[config.mk]
export PLATFORM = sky130hd
export DESIGN_NAME = ssq_sequencer
export DESIGN_NICKNAME = d
export VERILOG_FILES = /design/src/logic/ssq_pkg.sv /design/src/logic/ssq_sequencer.sv
export VERILOG_INCLUDE_DIRS = /design/src /design/src/logic
export SDC_FILE = /design/constraint.sdc
export NUM_CORES = 1
export LEC_CHECK = 0
export BUFFER_PORTS_ARGS = -buffer_cell sky130_fd_sc_hd__buf_2
export CORE_MARGIN = 5
export CORE_UTILIZATION = 35
export CTS_BUF_LIST = sky130_fd_sc_hd__clkbuf_16
export DETAILED_ROUTE_END_ITERATION = 6
export GPL_ROUTABILITY_DRIVEN = 0
export HOLD_SLACK_MARGIN = 0.12
export SLEW_MARGIN = 20
export SYNTH_ARGS = -nofsm -noshare
export SYNTH_HDL_FRONTEND = slang
export SYNTH_SLANG_ARGS = --single-unit
[constraint.sdc]
create_clock -name aclk -period 3.7 [get_ports aclk]
set_input_delay 0.37 -clock aclk [delete_from_list [all_inputs] [get_ports aclk]]
set_output_delay 0.37 -clock aclk [all_outputs]
set_load 0.01 [all_outputs]
[src/logic/ssq_consts.svh]
/*
 * constants for the serial step sequencer: register map, message codes,
 * timing counts at a 100 MHz aclk.
 * assumes aclk of 100 MHz and a byte-wide serial transmitter/receiver outside.
 */
`ifndef SSQ_CONSTS_SVH
`define SSQ_CONSTS_SVH

// drive register map
`define SSQ_DRV_RUN_CMD_REG     16'h0001
`define SSQ_DRV_FREQ_REF_REG    16'h0002
`define SSQ_DRV_STATUS_REG      16'h002C
`define SSQ_FUNC_WRITE_MULTI    8'h10
`define SSQ_FUNC_READ_HOLD      8'h03
`define SSQ_WRITE_REG_COUNT     16'h0002
`define SSQ_READ_REG_COUNT      16'h0001
`define SSQ_WRITE_BYTE_COUNT    8'h04
`define SSQ_CRC_PRESET          16'hFFFF
`define SSQ_CRC_POLY            16'hA001

// controller registers, byte addresses
`define SSQ_ADDR_CTRL           8'h00
`define SSQ_ADDR_STATUS         8'h04
`define SSQ_ADDR_REPEAT         8'h08
`define SSQ_ADDR_RETRY          8'h0C
`define SSQ_ADDR_SEND_WAIT      8'h10
`define SSQ_ADDR_SLAVE_BASE     8'h20
`define SSQ_ADDR_DATA_BASE      8'h40
`define SSQ_ADDR_RESP_BASE      8'h60

// field positions
`define SSQ_CTRL_START_BIT      0
`define SSQ_STAT_BUSY_BIT       0
`define SSQ_STAT_DONE_BIT       1
`define SSQ_STAT_ERROR_BIT      2

`define SSQ_REPEAT_MAX          8'hFF
`define SSQ_RETRY_MAX           4'h9
`define SSQ_RETRY_RESET         4'h3
`define SSQ_SLOTS               4

// timing
`define SSQ_CLK_MHZ             100
`define SSQ_MONITOR_MS          500
`define SSQ_MONITOR_CYCLES      (`SSQ_MONITOR_MS * 1000 * `SSQ_CLK_MHZ)
`define SSQ_SEND_WAIT_MIN_MS    20
`define SSQ_SEND_WAIT_MIN_CYCLES (`SSQ_SEND_WAIT_MIN_MS * 1000 * `SSQ_CLK_MHZ)

`endif

[src/logic/ssq_pkg.sv]
/*
 * types of the serial step sequencer.
 * assumes ssq_consts.svh is included by its users.
 */
package ssq_pkg;

  typedef enum logic [3:0] {
    SSQ_IDLE      = 4'b0000,
    SSQ_STEP_INIT = 4'b0001,
    SSQ_HOLDOFF   = 4'b0010,
    SSQ_BUILD     = 4'b0011,
    SSQ_SEND      = 4'b0100,
    SSQ_WAIT_RESP = 4'b0101,
    SSQ_RECV      = 4'b0110,
    SSQ_CHECK     = 4'b0111,
    SSQ_FAIL      = 4'b1000,
    SSQ_NEXT      = 4'b1001
  } ssq_state_type;

  typedef struct packed {
    logic       valid;
    logic [7:0] data;
  } ssq_byte_type;

  typedef struct packed {
    logic busy;
    logic done;
    logic error;
  } ssq_flags_type;

endpackage : ssq_pkg

[src/logic/ssq_sequencer.sv]
/*
 * serial step sequencer: master end of a byte link to drive slaves.
 * runs step 0 (write run command and frequency reference) and step 1
 * (read status) for each slave in turn, with holdoff, three monitor
 * timers and retries. software drives it over axi4-lite.
 * assumes a byte uart outside: tx_ready takes a byte per handshake,
 * rx bytes arrive as one-cycle strobes on aclk; tx_done marks line idle.
 */
// Added by the designer: the AXI4-Lite register port.
// What this block does
// - repeat each step N times, 0..255
// - clear repetition counter on entering step
// - repeat count from operand word one
// - retry count configurable 0..9
// - error after the configured failed attempts
// - hold off sending during send wait
// - resend if send completion times out
// - retry if response start times out
// - retry if reception completion times out
// - retry missed step, then raise error
// - monitor periods about 0.5 s
// - at least 20 ms between same-slave sends; the code waits send_wait_cfg cycles, reset 0, with no minimum
// - after success, next step or end
// - abort sequence on step error
// - step 00 advances, step 01 ends
// - unicast only via send-then-receive
// - store received status data of step 01 only
// - send from source words, store to destination
// - four slave slots, addresses 01 to 04 at reset
// - CRC-16 preset FFFF over all bytes
// - write two registers from 0001, function 10
// - read one register 002C, function 03
`timescale 1ns/1ps
`include "ssq_consts.svh"

module ssq_sequencer
  import ssq_pkg::*;
#(
  parameter int unsigned MONITOR_CYCLES = `SSQ_MONITOR_CYCLES
) (
  input  wire logic        aclk,
  input  wire logic        aresetn,
  input  wire logic [7:0]  s_axi_awaddr,
  input  wire logic        s_axi_awvalid,
  output logic             s_axi_awready,
  input  wire logic [31:0] s_axi_wdata,
  input  wire logic [3:0]  s_axi_wstrb,
  input  wire logic        s_axi_wvalid,
  output logic             s_axi_wready,
  output logic [1:0]       s_axi_bresp,
  output logic             s_axi_bvalid,
  input  wire logic        s_axi_bready,
  input  wire logic [7:0]  s_axi_araddr,
  input  wire logic        s_axi_arvalid,
  output logic             s_axi_arready,
  output logic [31:0]      s_axi_rdata,
  output logic [1:0]       s_axi_rresp,
  output logic             s_axi_rvalid,
  input  wire logic        s_axi_rready,
  output ssq_byte_type     tx_byte,
  input  wire logic        tx_ready,
  input  wire logic        tx_done,
  input  wire ssq_byte_type rx_byte
);

  localparam int unsigned BYTES_MAX = 13;

  ssq_state_type state;
  logic [7:0]  repeat_cfg;
  logic [3:0]  retry_cfg;
  logic [31:0] send_wait_cfg;
  logic [7:0]  slave_addr [`SSQ_SLOTS];
  logic [31:0] src_data [`SSQ_SLOTS];
  logic [15:0] resp_data [`SSQ_SLOTS];
  ssq_flags_type flags;
  logic        step_idx;
  logic [7:0]  rep_cnt;
  logic [3:0]  fail_cnt;
  logic [31:0] timer;
  logic [7:0]  msg [BYTES_MAX];
  logic [3:0]  msg_len;
  logic [3:0]  byte_idx;
  logic [3:0]  rx_cnt;
  logic [15:0] crc_tx;
  logic [15:0] crc_rx;
  logic [7:0]  rx_buf [8];
  logic        start_pulse;
  logic [1:0]  slot;
  logic [3:0]  req_len;
  logic        crc_added;
  logic [15:0] crc_tx_next;
  logic        frame_ok;

  function automatic logic [15:0] crc_step(input logic [15:0] crc, input logic [7:0] b);
    logic [15:0] c;
    c = crc ^ {8'h00, b};
    for (int i = 0; i < 8; i++) begin
      c = c[0] ? ((c >> 1) ^ `SSQ_CRC_POLY) : (c >> 1);
    end
    return c;
  endfunction : crc_step

  function automatic int unsigned slot_of(input logic [7:0] a);
    return int'(a[4:2]) & (`SSQ_SLOTS - 1);
  endfunction : slot_of

  // upper address bits select one of the four-word tables or the scalar registers
  function automatic logic [7:0] region_of(input logic [7:0] a);
    return a & 8'hE0;
  endfunction : region_of

  assign slot = rep_cnt[1:0];

  // the check code rides behind the request body and is appended exactly once
  assign req_len     = step_idx ? 4'd6 : 4'd11;
  assign crc_added   = (msg_len != req_len);
  assign crc_tx_next = crc_step(crc_tx, tx_byte.data);
  // crc over the whole frame including its check code comes to zero
  assign frame_ok    = (crc_rx == 16'h0000) && (rx_buf[0] == slave_addr[slot]);

  // axi write: both channels taken together, response one cycle later
  logic wr_go;
  assign wr_go         = s_axi_awvalid && s_axi_wvalid && !s_axi_bvalid;
  assign s_axi_awready = wr_go;
  assign s_axi_wready  = wr_go;
  assign s_axi_bresp   = 2'h0;
  assign s_axi_rresp   = 2'h0;

  always_ff @(posedge aclk) begin
    if (!aresetn) begin
      s_axi_bvalid  <= 1'b0;
      start_pulse   <= 1'b0;
      repeat_cfg    <= 8'h03;
      retry_cfg     <= `SSQ_RETRY_RESET;
      send_wait_cfg <= 32'h0000_0000;
      for (int i = 0; i < `SSQ_SLOTS; i++) begin
        slave_addr[i] <= 8'(i + 1);
        src_data[i]   <= 32'h0000_0000;
      end
    end else begin
      start_pulse <= 1'b0;
      if (s_axi_bvalid && s_axi_bready) begin
        s_axi_bvalid <= 1'b0;
      end
      if (wr_go) begin
        s_axi_bvalid <= 1'b1;
        if (s_axi_wstrb[0]) begin
          case (region_of(s_axi_awaddr))
            `SSQ_ADDR_SLAVE_BASE: slave_addr[slot_of(s_axi_awaddr)] <= s_axi_wdata[7:0];
            `SSQ_ADDR_DATA_BASE:  src_data[slot_of(s_axi_awaddr)] <= s_axi_wdata;
            default: begin
              case (s_axi_awaddr)
                `SSQ_ADDR_CTRL:      start_pulse <= s_axi_wdata[`SSQ_CTRL_START_BIT] && !flags.busy;
                `SSQ_ADDR_REPEAT:    repeat_cfg <= s_axi_wdata[7:0];
                `SSQ_ADDR_RETRY:     retry_cfg <= (s_axi_wdata[3:0] > `SSQ_RETRY_MAX) ?
                                                  `SSQ_RETRY_MAX : s_axi_wdata[3:0];
                `SSQ_ADDR_SEND_WAIT: send_wait_cfg <= s_axi_wdata;
                default: ;
              endcase
            end
          endcase
        end
      end
    end
  end

  // axi read: one cycle after address
  assign s_axi_arready = !s_axi_rvalid;

  always_ff @(posedge aclk) begin
    if (!aresetn) begin
      s_axi_rvalid <= 1'b0;
      s_axi_rdata  <= 32'h0000_0000;
    end else if (s_axi_rvalid) begin
      if (s_axi_rready) begin
        s_axi_rvalid <= 1'b0;
      end
    end else if (s_axi_arvalid) begin
      s_axi_rvalid <= 1'b1;
      case (region_of(s_axi_araddr))
        `SSQ_ADDR_SLAVE_BASE: s_axi_rdata <= {24'h00_0000, slave_addr[slot_of(s_axi_araddr)]};
        `SSQ_ADDR_DATA_BASE:  s_axi_rdata <= src_data[slot_of(s_axi_araddr)];
        `SSQ_ADDR_RESP_BASE:  s_axi_rdata <= {16'h0000, resp_data[slot_of(s_axi_araddr)]};
        default: begin
          case (s_axi_araddr)
            `SSQ_ADDR_STATUS:    s_axi_rdata <= {20'h0_0000, fail_cnt, 5'h00, flags.error, flags.done, flags.busy};
            `SSQ_ADDR_REPEAT:    s_axi_rdata <= {24'h00_0000, repeat_cfg};
            `SSQ_ADDR_RETRY:     s_axi_rdata <= {28'h000_0000, retry_cfg};
            `SSQ_ADDR_SEND_WAIT: s_axi_rdata <= send_wait_cfg;
            default:             s_axi_rdata <= 32'h0000_0000;
          endcase
        end
      endcase
    end
  end

  // byte link output
  assign tx_byte.valid = (state == SSQ_SEND) && (byte_idx < msg_len);
  assign tx_byte.data  = (byte_idx < msg_len) ? msg[byte_idx] : 8'h00;

  logic [3:0] resp_len;
  assign resp_len = step_idx ? 4'd7 : 4'd8;

  // step sequencer
  always_ff @(posedge aclk) begin
    if (!aresetn) begin
      state    <= SSQ_IDLE;
      flags    <= '0;
      step_idx <= 1'b0;
      rep_cnt  <= 8'h00;
      fail_cnt <= 4'h0;
      timer    <= 32'h0000_0000;
      msg_len  <= 4'h0;
      byte_idx <= 4'h0;
      rx_cnt   <= 4'h0;
      crc_rx   <= `SSQ_CRC_PRESET;
      crc_tx   <= `SSQ_CRC_PRESET;
      for (int i = 0; i < BYTES_MAX; i++) msg[i] <= 8'h00;
    end else begin
      case (state)
        SSQ_IDLE: begin
          if (start_pulse) begin
            flags    <= '{busy: 1'b1, done: 1'b0, error: 1'b0};
            step_idx <= 1'b0;
            state    <= SSQ_STEP_INIT;
          end
        end
        SSQ_STEP_INIT: begin
          rep_cnt  <= 8'h00;
          fail_cnt <= 4'h0;
          timer    <= 32'h0000_0000;
          state    <= (repeat_cfg == 8'h00) ? SSQ_NEXT : SSQ_HOLDOFF;
        end
        SSQ_HOLDOFF: begin
          timer <= timer + 32'h0000_0001;
          if (timer >= send_wait_cfg) begin
            state <= SSQ_BUILD;
          end
        end
        SSQ_BUILD: begin
          // send-then-receive is the only command, unicast always
          msg[0] <= slave_addr[slot];
          if (!step_idx) begin
            msg[1] <= `SSQ_FUNC_WRITE_MULTI;
            msg[2] <= 8'h00;
            msg[3] <= 8'(`SSQ_DRV_RUN_CMD_REG);
            msg[4] <= 8'h00;
            msg[5] <= 8'(`SSQ_WRITE_REG_COUNT);
            msg[6] <= `SSQ_WRITE_BYTE_COUNT;
            msg[7] <= src_data[slot][31:24];
            msg[8] <= src_data[slot][23:16];
            msg[9] <= src_data[slot][15:8];
            msg[10] <= src_data[slot][7:0];
            msg_len <= 4'd11;
          end else begin
            msg[1] <= `SSQ_FUNC_READ_HOLD;
            msg[2] <= 8'h00;
            msg[3] <= 8'(`SSQ_DRV_STATUS_REG);
            msg[4] <= 8'h00;
            msg[5] <= 8'(`SSQ_READ_REG_COUNT);
            msg_len <= 4'd6;
          end
          byte_idx <= 4'h0;
          crc_tx   <= `SSQ_CRC_PRESET;
          timer    <= 32'h0000_0000;
          state    <= SSQ_SEND;
        end
        SSQ_SEND: begin
          timer <= timer + 32'h0000_0001;
          if (tx_byte.valid && tx_ready) begin
            byte_idx <= byte_idx + 4'h1;
            if (!crc_added && byte_idx == msg_len - 4'h1) begin
              msg[msg_len]        <= crc_tx_next[7:0];
              msg[msg_len + 4'h1] <= crc_tx_next[15:8];
              msg_len             <= msg_len + 4'h2;
            end
            crc_tx <= crc_tx_next;
          end
          if (timer >= MONITOR_CYCLES) begin
            state <= SSQ_FAIL;
          end else if (crc_added && byte_idx >= msg_len && tx_done) begin
            // tx_done is a level: the line must drain before the reply timer starts
            timer  <= 32'h0000_0000;
            rx_cnt <= 4'h0;
            crc_rx <= `SSQ_CRC_PRESET;
            state  <= SSQ_WAIT_RESP;
          end
        end
        SSQ_WAIT_RESP: begin
          timer <= timer + 32'h0000_0001;
          if (rx_byte.valid) begin
            crc_rx    <= crc_step(crc_rx, rx_byte.data);
            rx_cnt    <= 4'h1;
            timer     <= 32'h0000_0000;
            state     <= SSQ_RECV;
          end else if (timer >= MONITOR_CYCLES) begin
            state <= SSQ_FAIL;
          end
        end
        SSQ_RECV: begin
          timer <= timer + 32'h0000_0001;
          if (rx_byte.valid) begin
            crc_rx <= crc_step(crc_rx, rx_byte.data);
            rx_cnt <= rx_cnt + 4'h1;
            if (rx_cnt + 4'h1 == resp_len) state <= SSQ_CHECK;
          end else if (timer >= MONITOR_CYCLES) begin
            state <= SSQ_FAIL;
          end
        end
        SSQ_CHECK: begin
          if (frame_ok) begin
            fail_cnt <= 4'h0;
            timer    <= 32'h0000_0000;
            rep_cnt  <= rep_cnt + 8'h01;
            state    <= (rep_cnt + 8'h01 == repeat_cfg) ? SSQ_NEXT : SSQ_HOLDOFF;
          end else begin
            state <= SSQ_FAIL;
          end
        end
        SSQ_FAIL: begin
          timer <= 32'h0000_0000;
          // a retry count of 0 behaves as 1: the first failure ends the step
          if (fail_cnt + 4'h1 >= retry_cfg) begin
            flags <= '{busy: 1'b0, done: 1'b0, error: 1'b1};
            state <= SSQ_IDLE;
          end else begin
            fail_cnt <= fail_cnt + 4'h1;
            state    <= SSQ_HOLDOFF;
          end
        end
        SSQ_NEXT: begin
          if (!step_idx) begin
            step_idx <= 1'b1;
            state    <= SSQ_STEP_INIT;
          end else begin
            flags <= '{busy: 1'b0, done: 1'b1, error: 1'b0};
            state <= SSQ_IDLE;
          end
        end
        default: state <= SSQ_IDLE;
      endcase
    end
  end

  // reply bytes are kept in arrival order for the address check and the stored status word
  always_ff @(posedge aclk) begin
    if (!aresetn) begin
      for (int i = 0; i < 8; i++) begin
        rx_buf[i] <= 8'h00;
      end
    end else if (rx_byte.valid && state == SSQ_WAIT_RESP) begin
      rx_buf[0] <= rx_byte.data;
    end else if (rx_byte.valid && state == SSQ_RECV) begin
      rx_buf[rx_cnt[2:0]] <= rx_byte.data;
    end
  end

  // a status word is stored only once its frame has passed the check
  always_ff @(posedge aclk) begin
    if (!aresetn) begin
      for (int i = 0; i < `SSQ_SLOTS; i++) begin
        resp_data[i] <= 16'h0000;
      end
    end else if (state == SSQ_CHECK && frame_ok && step_idx) begin
      resp_data[slot] <= {rx_buf[3], rx_buf[4]};
    end
  end

endmodule : ssq_sequencer

==> flow_summary.json, run 1 <==
{
  "hold_ws_ns": 0.149,
  "yosysTopAreaCell": "edfxtp_1",
  "clk_pin_slew_worst_paths_ns": 0.06,
  "first_pass_iters": 6,
  "wl_met2_um": 41400,
  "antenna_found_initial": 2,
  "synth_top_family_by_area": "simple AND/OR/NAND/NOR gates",
  "p_leak_nw": 12.1,
  "grt-ovfl-total": 0,
  "min_period_over_period_pct": 95.7,
  "finalMaxSlewViolations": 0,
  "synth_top_area_share_pct": 40.2,
  "io_buffers": 112,
  "core-area_um2": 79300,
  "max_freq_ghz": 0.282,
  "p_per_area_nw_per_um2": 429,
  "post-dp-hpwl_um": 63100,
  "area_growth_pct": 17.7,
  "grt_setup_unrepaired": "no",
  "cts_max_path_buffers": 3,
  "nNetsFinal": 2845,
  "synth-seq-cells": 557,
  "period_needed_ns": 3.54,
  "critPathKind": "reg2reg",
  "clockRootBuffer": "clkbuf_16",
  "synth_edf_count": 376,
  "die_h_um": 293,
  "grt_max_degree": 96,
  "synth_compound_area_share_pct": 8.72,
  "arrival_ns": 3.87,
  "cts-htree-levels": 2,
  "highest_layer": "met5",
  "synth.area.mux_share_pct": 12.2,
  "synth_flop_cell": "edfxtp_1",
  "grt_pass1_wl_um": 132000,
  "hold_viol_final": 0,
  "synth_seq_area_share_pct": 53.1,
  "netlist_area_um2": 28100,
  "synthCells": 2542,
  "cts_tree": "built",
  "netlist_top_cells_area": "edfxtp_1 40%, dfxtp_1 13%, mux4_2 10%, nor2_1 4.1%, nand2_1 3.4%",
  "synth.avg_cell_area_um2": 11.0,
  "via_count": 21400,
  "start_kind": "flop",
  "routed_via_density": 5.59,
  "start_util_pct": 35.4,
  "track_usage_pct": 19.9,
  "worst_skew_pair.late_latency_ns": 0.66,
  "detail_route.wl_per_cell_um": 23.1,
  "routed_wl_um": 88400,
  "drcViolationCount": 0,
  "die_area_um2": 86000,
  "drive_gt1_share_pct": 18.3,
  "synth-simple-area-share_pct": 15.8,
  "numCtsBuffers": 61,
  "synth_async_sr_flop_share_pct": 0,
  "antenna_cells": 0,
  "synthAdderAreaFrac_pct": 2.45,
  "clock_sinks": 557,
  "postRouteAntennaNets": 0,
  "worst_pin_slew_ns": 1.20,
  "fin_total_pwr_mw": 14.2,
  "peakVddDrop_v": 0.000412,
  "slew_headroom_pct": 19.5,
  "top_level_ports": 120,
  "die_x_um": 293,
  "worst_ep_required_time_ns": 4.03,
  "grt_pass1_vias": 21100,
  "drt_iter0_drc": 2522,
  "core.rowCount": 103,
  "wl_met1_um": 35700,
  "setup_viol": 0,
  "path_max_fanout": 16,
  "wl_met3_um": 8550,
  "cp-end-kind": "flop",
  "worstHoldPathType": "in2reg",
  "clock_skew_ns": 0.0610,
  "ys_types": 70,
  "ys_warn_count": 0,
  "max_cap_viol_count": 0,
  "status": "completed",
  "synth_xor_area_share_pct": 3.95
}
## cell families (layout without fill, tap and decap cells)
group	after synthesis	in the layout
flops	557	557
xor+xnor	116	116
buf+inv	266	492
fa+ha+maj	55	55
simple gates	955	955
mux	183	183
compound gates	409	409
other cells	1	4
## area by class of cell
| class | instances | area [um2] |
|---|---|---|
| Timing Repair Buffer | 276 | 2100 |
| Multi-Input combinational cell | 1722 | 12300 |
| Clock buffer | 67 | 1680 |
| Sequential cell | 557 | 14900 |
| Clock inverter | 47 | 394 |
| Tap cell | 1050 | 1310 |
| Fill cell | 7418 | 46200 |
| Inverter | 102 | 384 |
## cells in the final DEF, fill, tap and decap left out, types with 103 or more instances in the layout
master,instances
inv_1,110
nor2_1,309
a21oi_1,123
mux4_2,125
dfxtp_1,179
edfxtp_1,376
o21ai_0,134
nand2_1,251
buf_2,110
buf_4,103
## worst paths after layout
kind,startpoint,depth (start not counted),slack [ns],to
max,flop,12,0.16,msg[5][0]
min,rx_byte[0],2,0.15,rx_buf[0][0]
max reg2reg,flop,12,0.16,msg[5][0]
min reg2reg,rx_cnt[3],2,0.48,rx_cnt[3]
## stage by stage
| stage | std cells | instance area [um2] | TNS, ns | setup slack [ns] | utilization, % |
|---|---|---|---|---|---|
| final | 3821 | 33000 | 0 | 0.159 | 41.7 |
| after global routing | 3821 | 33000 | 0 | 0.0293 | 41.7 |
| after CTS | 3819 | 33000 | 0 | 0.0413 | 41.6 |
| after detailed placement | 3657 | 30400 | 0 | 0.0703 | 38.4 |
| after global placement | 3657 | 30400 | 0 | 0.0842 | 38.4 |
| after floorplan | 2545 | 28100 | -15.76 | -0.123 | - |
## what timing repair did
action	in CTS	in global routing
setup endpoints to repair	0	41
hold buffers	48	0
hold endpoints to repair	117	0
setup buffers	0	2
resized for setup	0	8
## power breakdown
group / switching [mW] / total [mW] / leakage, nW / internal [mW]
registers: 0.0953 / 6.90 / 5.29 / 6.80
clock network: 2.63 / 6.23 / 1.08 / 3.61
logic: 0.650 / 1.04 / 5.78 / 0.388
## Yosys cell counts, types with 16 or more instances
master / n
a21oi_1: 125
a211oi_1: 22
edfxtp_1: 376
clkbuf_1: 136
nand2b_1: 22
and2_1: 100
xor2_1: 44
a221oi_1: 28
mux2_2: 19
mux2i_1: 39
dfxtp_1: 181
nand2_1: 254
inv_1: 99
nor2b_1: 19
ha_1: 55
o21ai_0: 139
nand3_1: 77
and3_1: 38
nor2_1: 310
a22oi_1: 20
nor3_1: 61
xnor2_1: 65
o22ai_1: 21
mux4_2: 125
or3_1: 16
## per-layer routing
| metal | global-route usage [%] | vias to the layer above |
|---|---|---|
| met3 | 4.38 | 162 |
| met1 | 27.1 | 10500 |
| met4 | 5.77 | 2 |
| met5 | 0 | - |
| li1 | - | 9590 |
| met2 | 32.3 | 1104 |
## worst max-delay path, cell delays in order (launching register included)
cell,delay (ns)
dfxtp_1,0.36
buf_12,0.19
mux4_2,0.57
mux4_2,0.53
xnor2_1,0.15
nor2_1,0.25
xnor2_4,0.16
xnor2_1,0.09
buf_4,0.16
xnor2_4,0.30
xor2_2,0.15
buf_4,0.18
o221ai_1,0.11
## flip-flops by register name, indices dropped and copies added (netlist names), named ones only
register	flops
crc_tx	16
byte_idx	4
rx_buf	24
s_axi_bvalid	1
state	4
retry_cfg	4
src_data	128
flags	3
step_idx	1
repeat_cfg	8
crc_rx	16
slave_addr	32
s_axi_rdata	32
rep_cnt	8
timer	32
rx_cnt	4
msg_len	4
s_axi_rvalid	1
start_pulse	1
fail_cnt	4
msg	128
send_wait_cfg	32
resp_data	64
No activity file was read; power rests on OpenSTA's default activity.
==> inputs of run 2 (changes only) <==
--- a/config.mk
+++ b/config.mk
@@ -13,6 +13,7 @@
 export DETAILED_ROUTE_END_ITERATION = 6
 export GPL_ROUTABILITY_DRIVEN = 0
 export HOLD_SLACK_MARGIN = 0.12
+export PLACE_DENSITY_LB_ADDON = 0.2
 export SLEW_MARGIN = 20
 export SYNTH_ARGS = -nofsm -noshare
 export SYNTH_HDL_FRONTEND = slang
==> run 2 against run 1 <==
Utilization down 0.22 points. Highest routed layer unchanged. Critical path depth down 1. Count of clock-buffer cells in the layout grew 2. Sequential cell count unchanged. Setup slack got worse by 0.099 ns. Register-to-register slack worse by 0.099 ns. Sequential share of layout area grew 0.24 points. Largest power group unchanged.
==> flow_summary.json, run 2 (synthesis gave the netlist of run 1 again) <==
{
  "clock_sinks": 557,
  "postRouteAntennaNets": 0,
  "core-area_um2": 79300,
  "p_int_mw": 10.6,
  "setup_viol": 0,
  "layout_common_cells": "376 x edfxtp_1, 308 x nor2_1, 254 x nand2_1, 179 x dfxtp_1, 134 x o21ai_0",
  "first_pass_iters": 5,
  "worst_ep_required_time_ns": 4.16,
  "fin_total_pwr_mw": 14.0,
  "multiInputGateArea_um2": 12200,
  "grt_setup_unrepaired": "no",
  "clock_skew_ns": 0.0291,
  "drt_iter0_drc": 1990,
  "track_usage_pct": 20.6,
  "p_comb_share_pct": 7.4,
  "cts_max_path_buffers": 3,
  "power_frac_seq_pct": 49.2,
  "detail_route.wl_per_cell_um": 23.9,
  "cts-htree-levels": 3,
  "clk_pin_slew_worst_paths_ns": 0.06,
  "nNetsFinal": 2847,
  "start_kind": "flop",
  "max_cap_viol_count": 0,
  "die_h_um": 293,
  "core.rowCount": 103,
  "slew_headroom_pct": 23.6,
  "critPathKind": "reg2reg",
  "top_level_ports": 120,
  "routed_via_density": 5.53,
  "clockPowerShare_pct": 43.4,
  "p_sw_share_pct": 24.2,
  "finalMaxSlewViolations": 0,
  "switching_power_mw": 3.39,
  "path_max_fanout": 9,
  "crit_chain": "buf_12 -> mux4_2 -> mux4_2 -> and3_1 -> o21ai_2 -> xnor2_4 -> xnor3_2 -> xnor2_4 -> xnor2_2 -> a22oi_1 -> mux2i_1",
  "status": "completed",
  "numCtsBuffers": 66,
  "placed_cell_area_um2": 30500,
  "die_area_um2": 86000,
  "p_per_area_nw_per_um2": 427,
  "p_leak_nw": 12.1,
  "post-dp-hpwl_um": 64800,
  "reg_top3": "msg: 128 flops, src_data: 128 flops, resp_data: 64 flops",
  "hold_ws_ns": 0.178,
  "worstHoldStart": "rx_byte[2]",
  "peakVddDrop_v": 0.000276,
  "routed_wl_um": 91200,
  "worst_pin_slew_ns": 1.14,
  "max_stage_delay_ns": 0.53,
  "clockRootBuffer": "clkbuf_16",
  "die_x_um": 293,
  "grt_max_degree": 100,
  "hold_viol_final": 0,
  "start_util_pct": 35.4,
  "grt_pass1_vias": 20700,
  "seqCellArea_um2": 14900,
  "path_buf_inv": 1,
  "max_freq_ghz": 0.275,
  "cp_top_family": "multiplexers",
  "io_buffers": 112,
  "antenna_found_initial": 3,
  "drcViolationCount": 0,
  "grt_pass1_wl_um": 134000,
  "area_growth_pct": 17.0,
  "finalSetupTns_ns": 0,
  "worstHoldPathType": "in2reg",
  "min_period_over_period_pct": 98.4,
  "period_needed_ns": 3.64,
  "cp-end-kind": "flop",
  "crit_slowest_cell": "mux4_2",
  "arrival_ns": 4.10,
  "final_common_cell": "edfxtp_1",
  "nFillCells": 7602,
  "grt-ovfl-total": 0,
  "drive_gt1_share_pct": 17.9,
  "fin_area_um2": 32900,
  "cts_tree": "built",
  "via_count": 21100,
  "worst_skew_pair.late_latency_ns": 0.62
}
[run 2: cell types whose count changed in the layout (fill, tap and decap cells not counted), sizes merged]
cell         change
dlygate4sd3     -10
buf              +7
bufinv           -4
clkinv           +4
inv              +4
clkbuf           +2
clkinvlp         -1
diode            +1
[run 2: layout make-up]
cell class,count,share of cell area (%)
Antenna cell,1,0.00761
Clock buffer,69,5.25
Clock inverter,50,0.837
Inverter,102,1.17
Multi-Input combinational cell,1722,37.2
Sequential cell,557,45.4
Tap cell,1050,4.00
Timing Repair Buffer,273,6.18
[run 2: path summary, 6_finish.rpt]
kind / to / slack, ns / cells past startpoint
setup reg to reg: msg[8][0] / 0.06 / 11
hold / removal: rx_buf[3][2] / 0.18 / 2
hold reg to reg: rx_cnt[3] / 0.48 / 2
setup / recovery: msg[8][0] / 0.06 / 11
[run 2: what timing repair did]
item / CTS / global route
buffers inserted: 0 / 2
hold buffers: 38 / 0
hold endpoints to repair: 53 / 0
gates resized for setup: 0 / 3
setup endpoints to repair: 0 / 34
[run 2: metal layers]
metal	global-route usage, %	part of all wire (%)	up-vias
li1	-	-	9584
met1	28.5	43	10500
met2	33.3	47	863
met3	3.95	7.4	165
met4	5.91	3.1	4
met5	0	0.025	-
[run 2: stage by stage]
stage / setup WS (ns) / utilization, % / cells
2_1_floorplan: -0.123 / - / 2545
3_3_place_gp: 0.101 / 38.4 / 3664
3_5_place_dp: 0.0876 / 38.4 / 3664
4_1_cts: 0.0579 / 41.4 / 3821
5_1_grt: 0.00215 / 41.5 / 3823
6_report: 0.0595 / 41.5 / 3824
[run 2: power by group through the flow]
stage | sequential (mW) | combinational, mW | clock (mW)
6_report | 6.90 | 1.04 | 6.09
5_1_grt | 6.91 | 1.11 | 6.45
4_1_cts | 6.90 | 1.03 | 6.21
3_5_place_dp | 7.03 | 0.996 | 0
3_3_place_gp | 7.02 | 0.991 | 0
2_1_floorplan | 7.00 | 0.554 | 0
[run 2: worst reg2reg max path, cell delays in order, from the launching register on]
cell and delay (ns):
dfxtp_1 0.36, buf_12 0.15, mux4_2 0.51, mux4_2 0.53, and3_1 0.22, o21ai_2 0.23
xnor2_4 0.16, xnor3_2 0.42, xnor2_4 0.18, xnor2_2 0.40, a22oi_1 0.16, mux2i_1 0.17
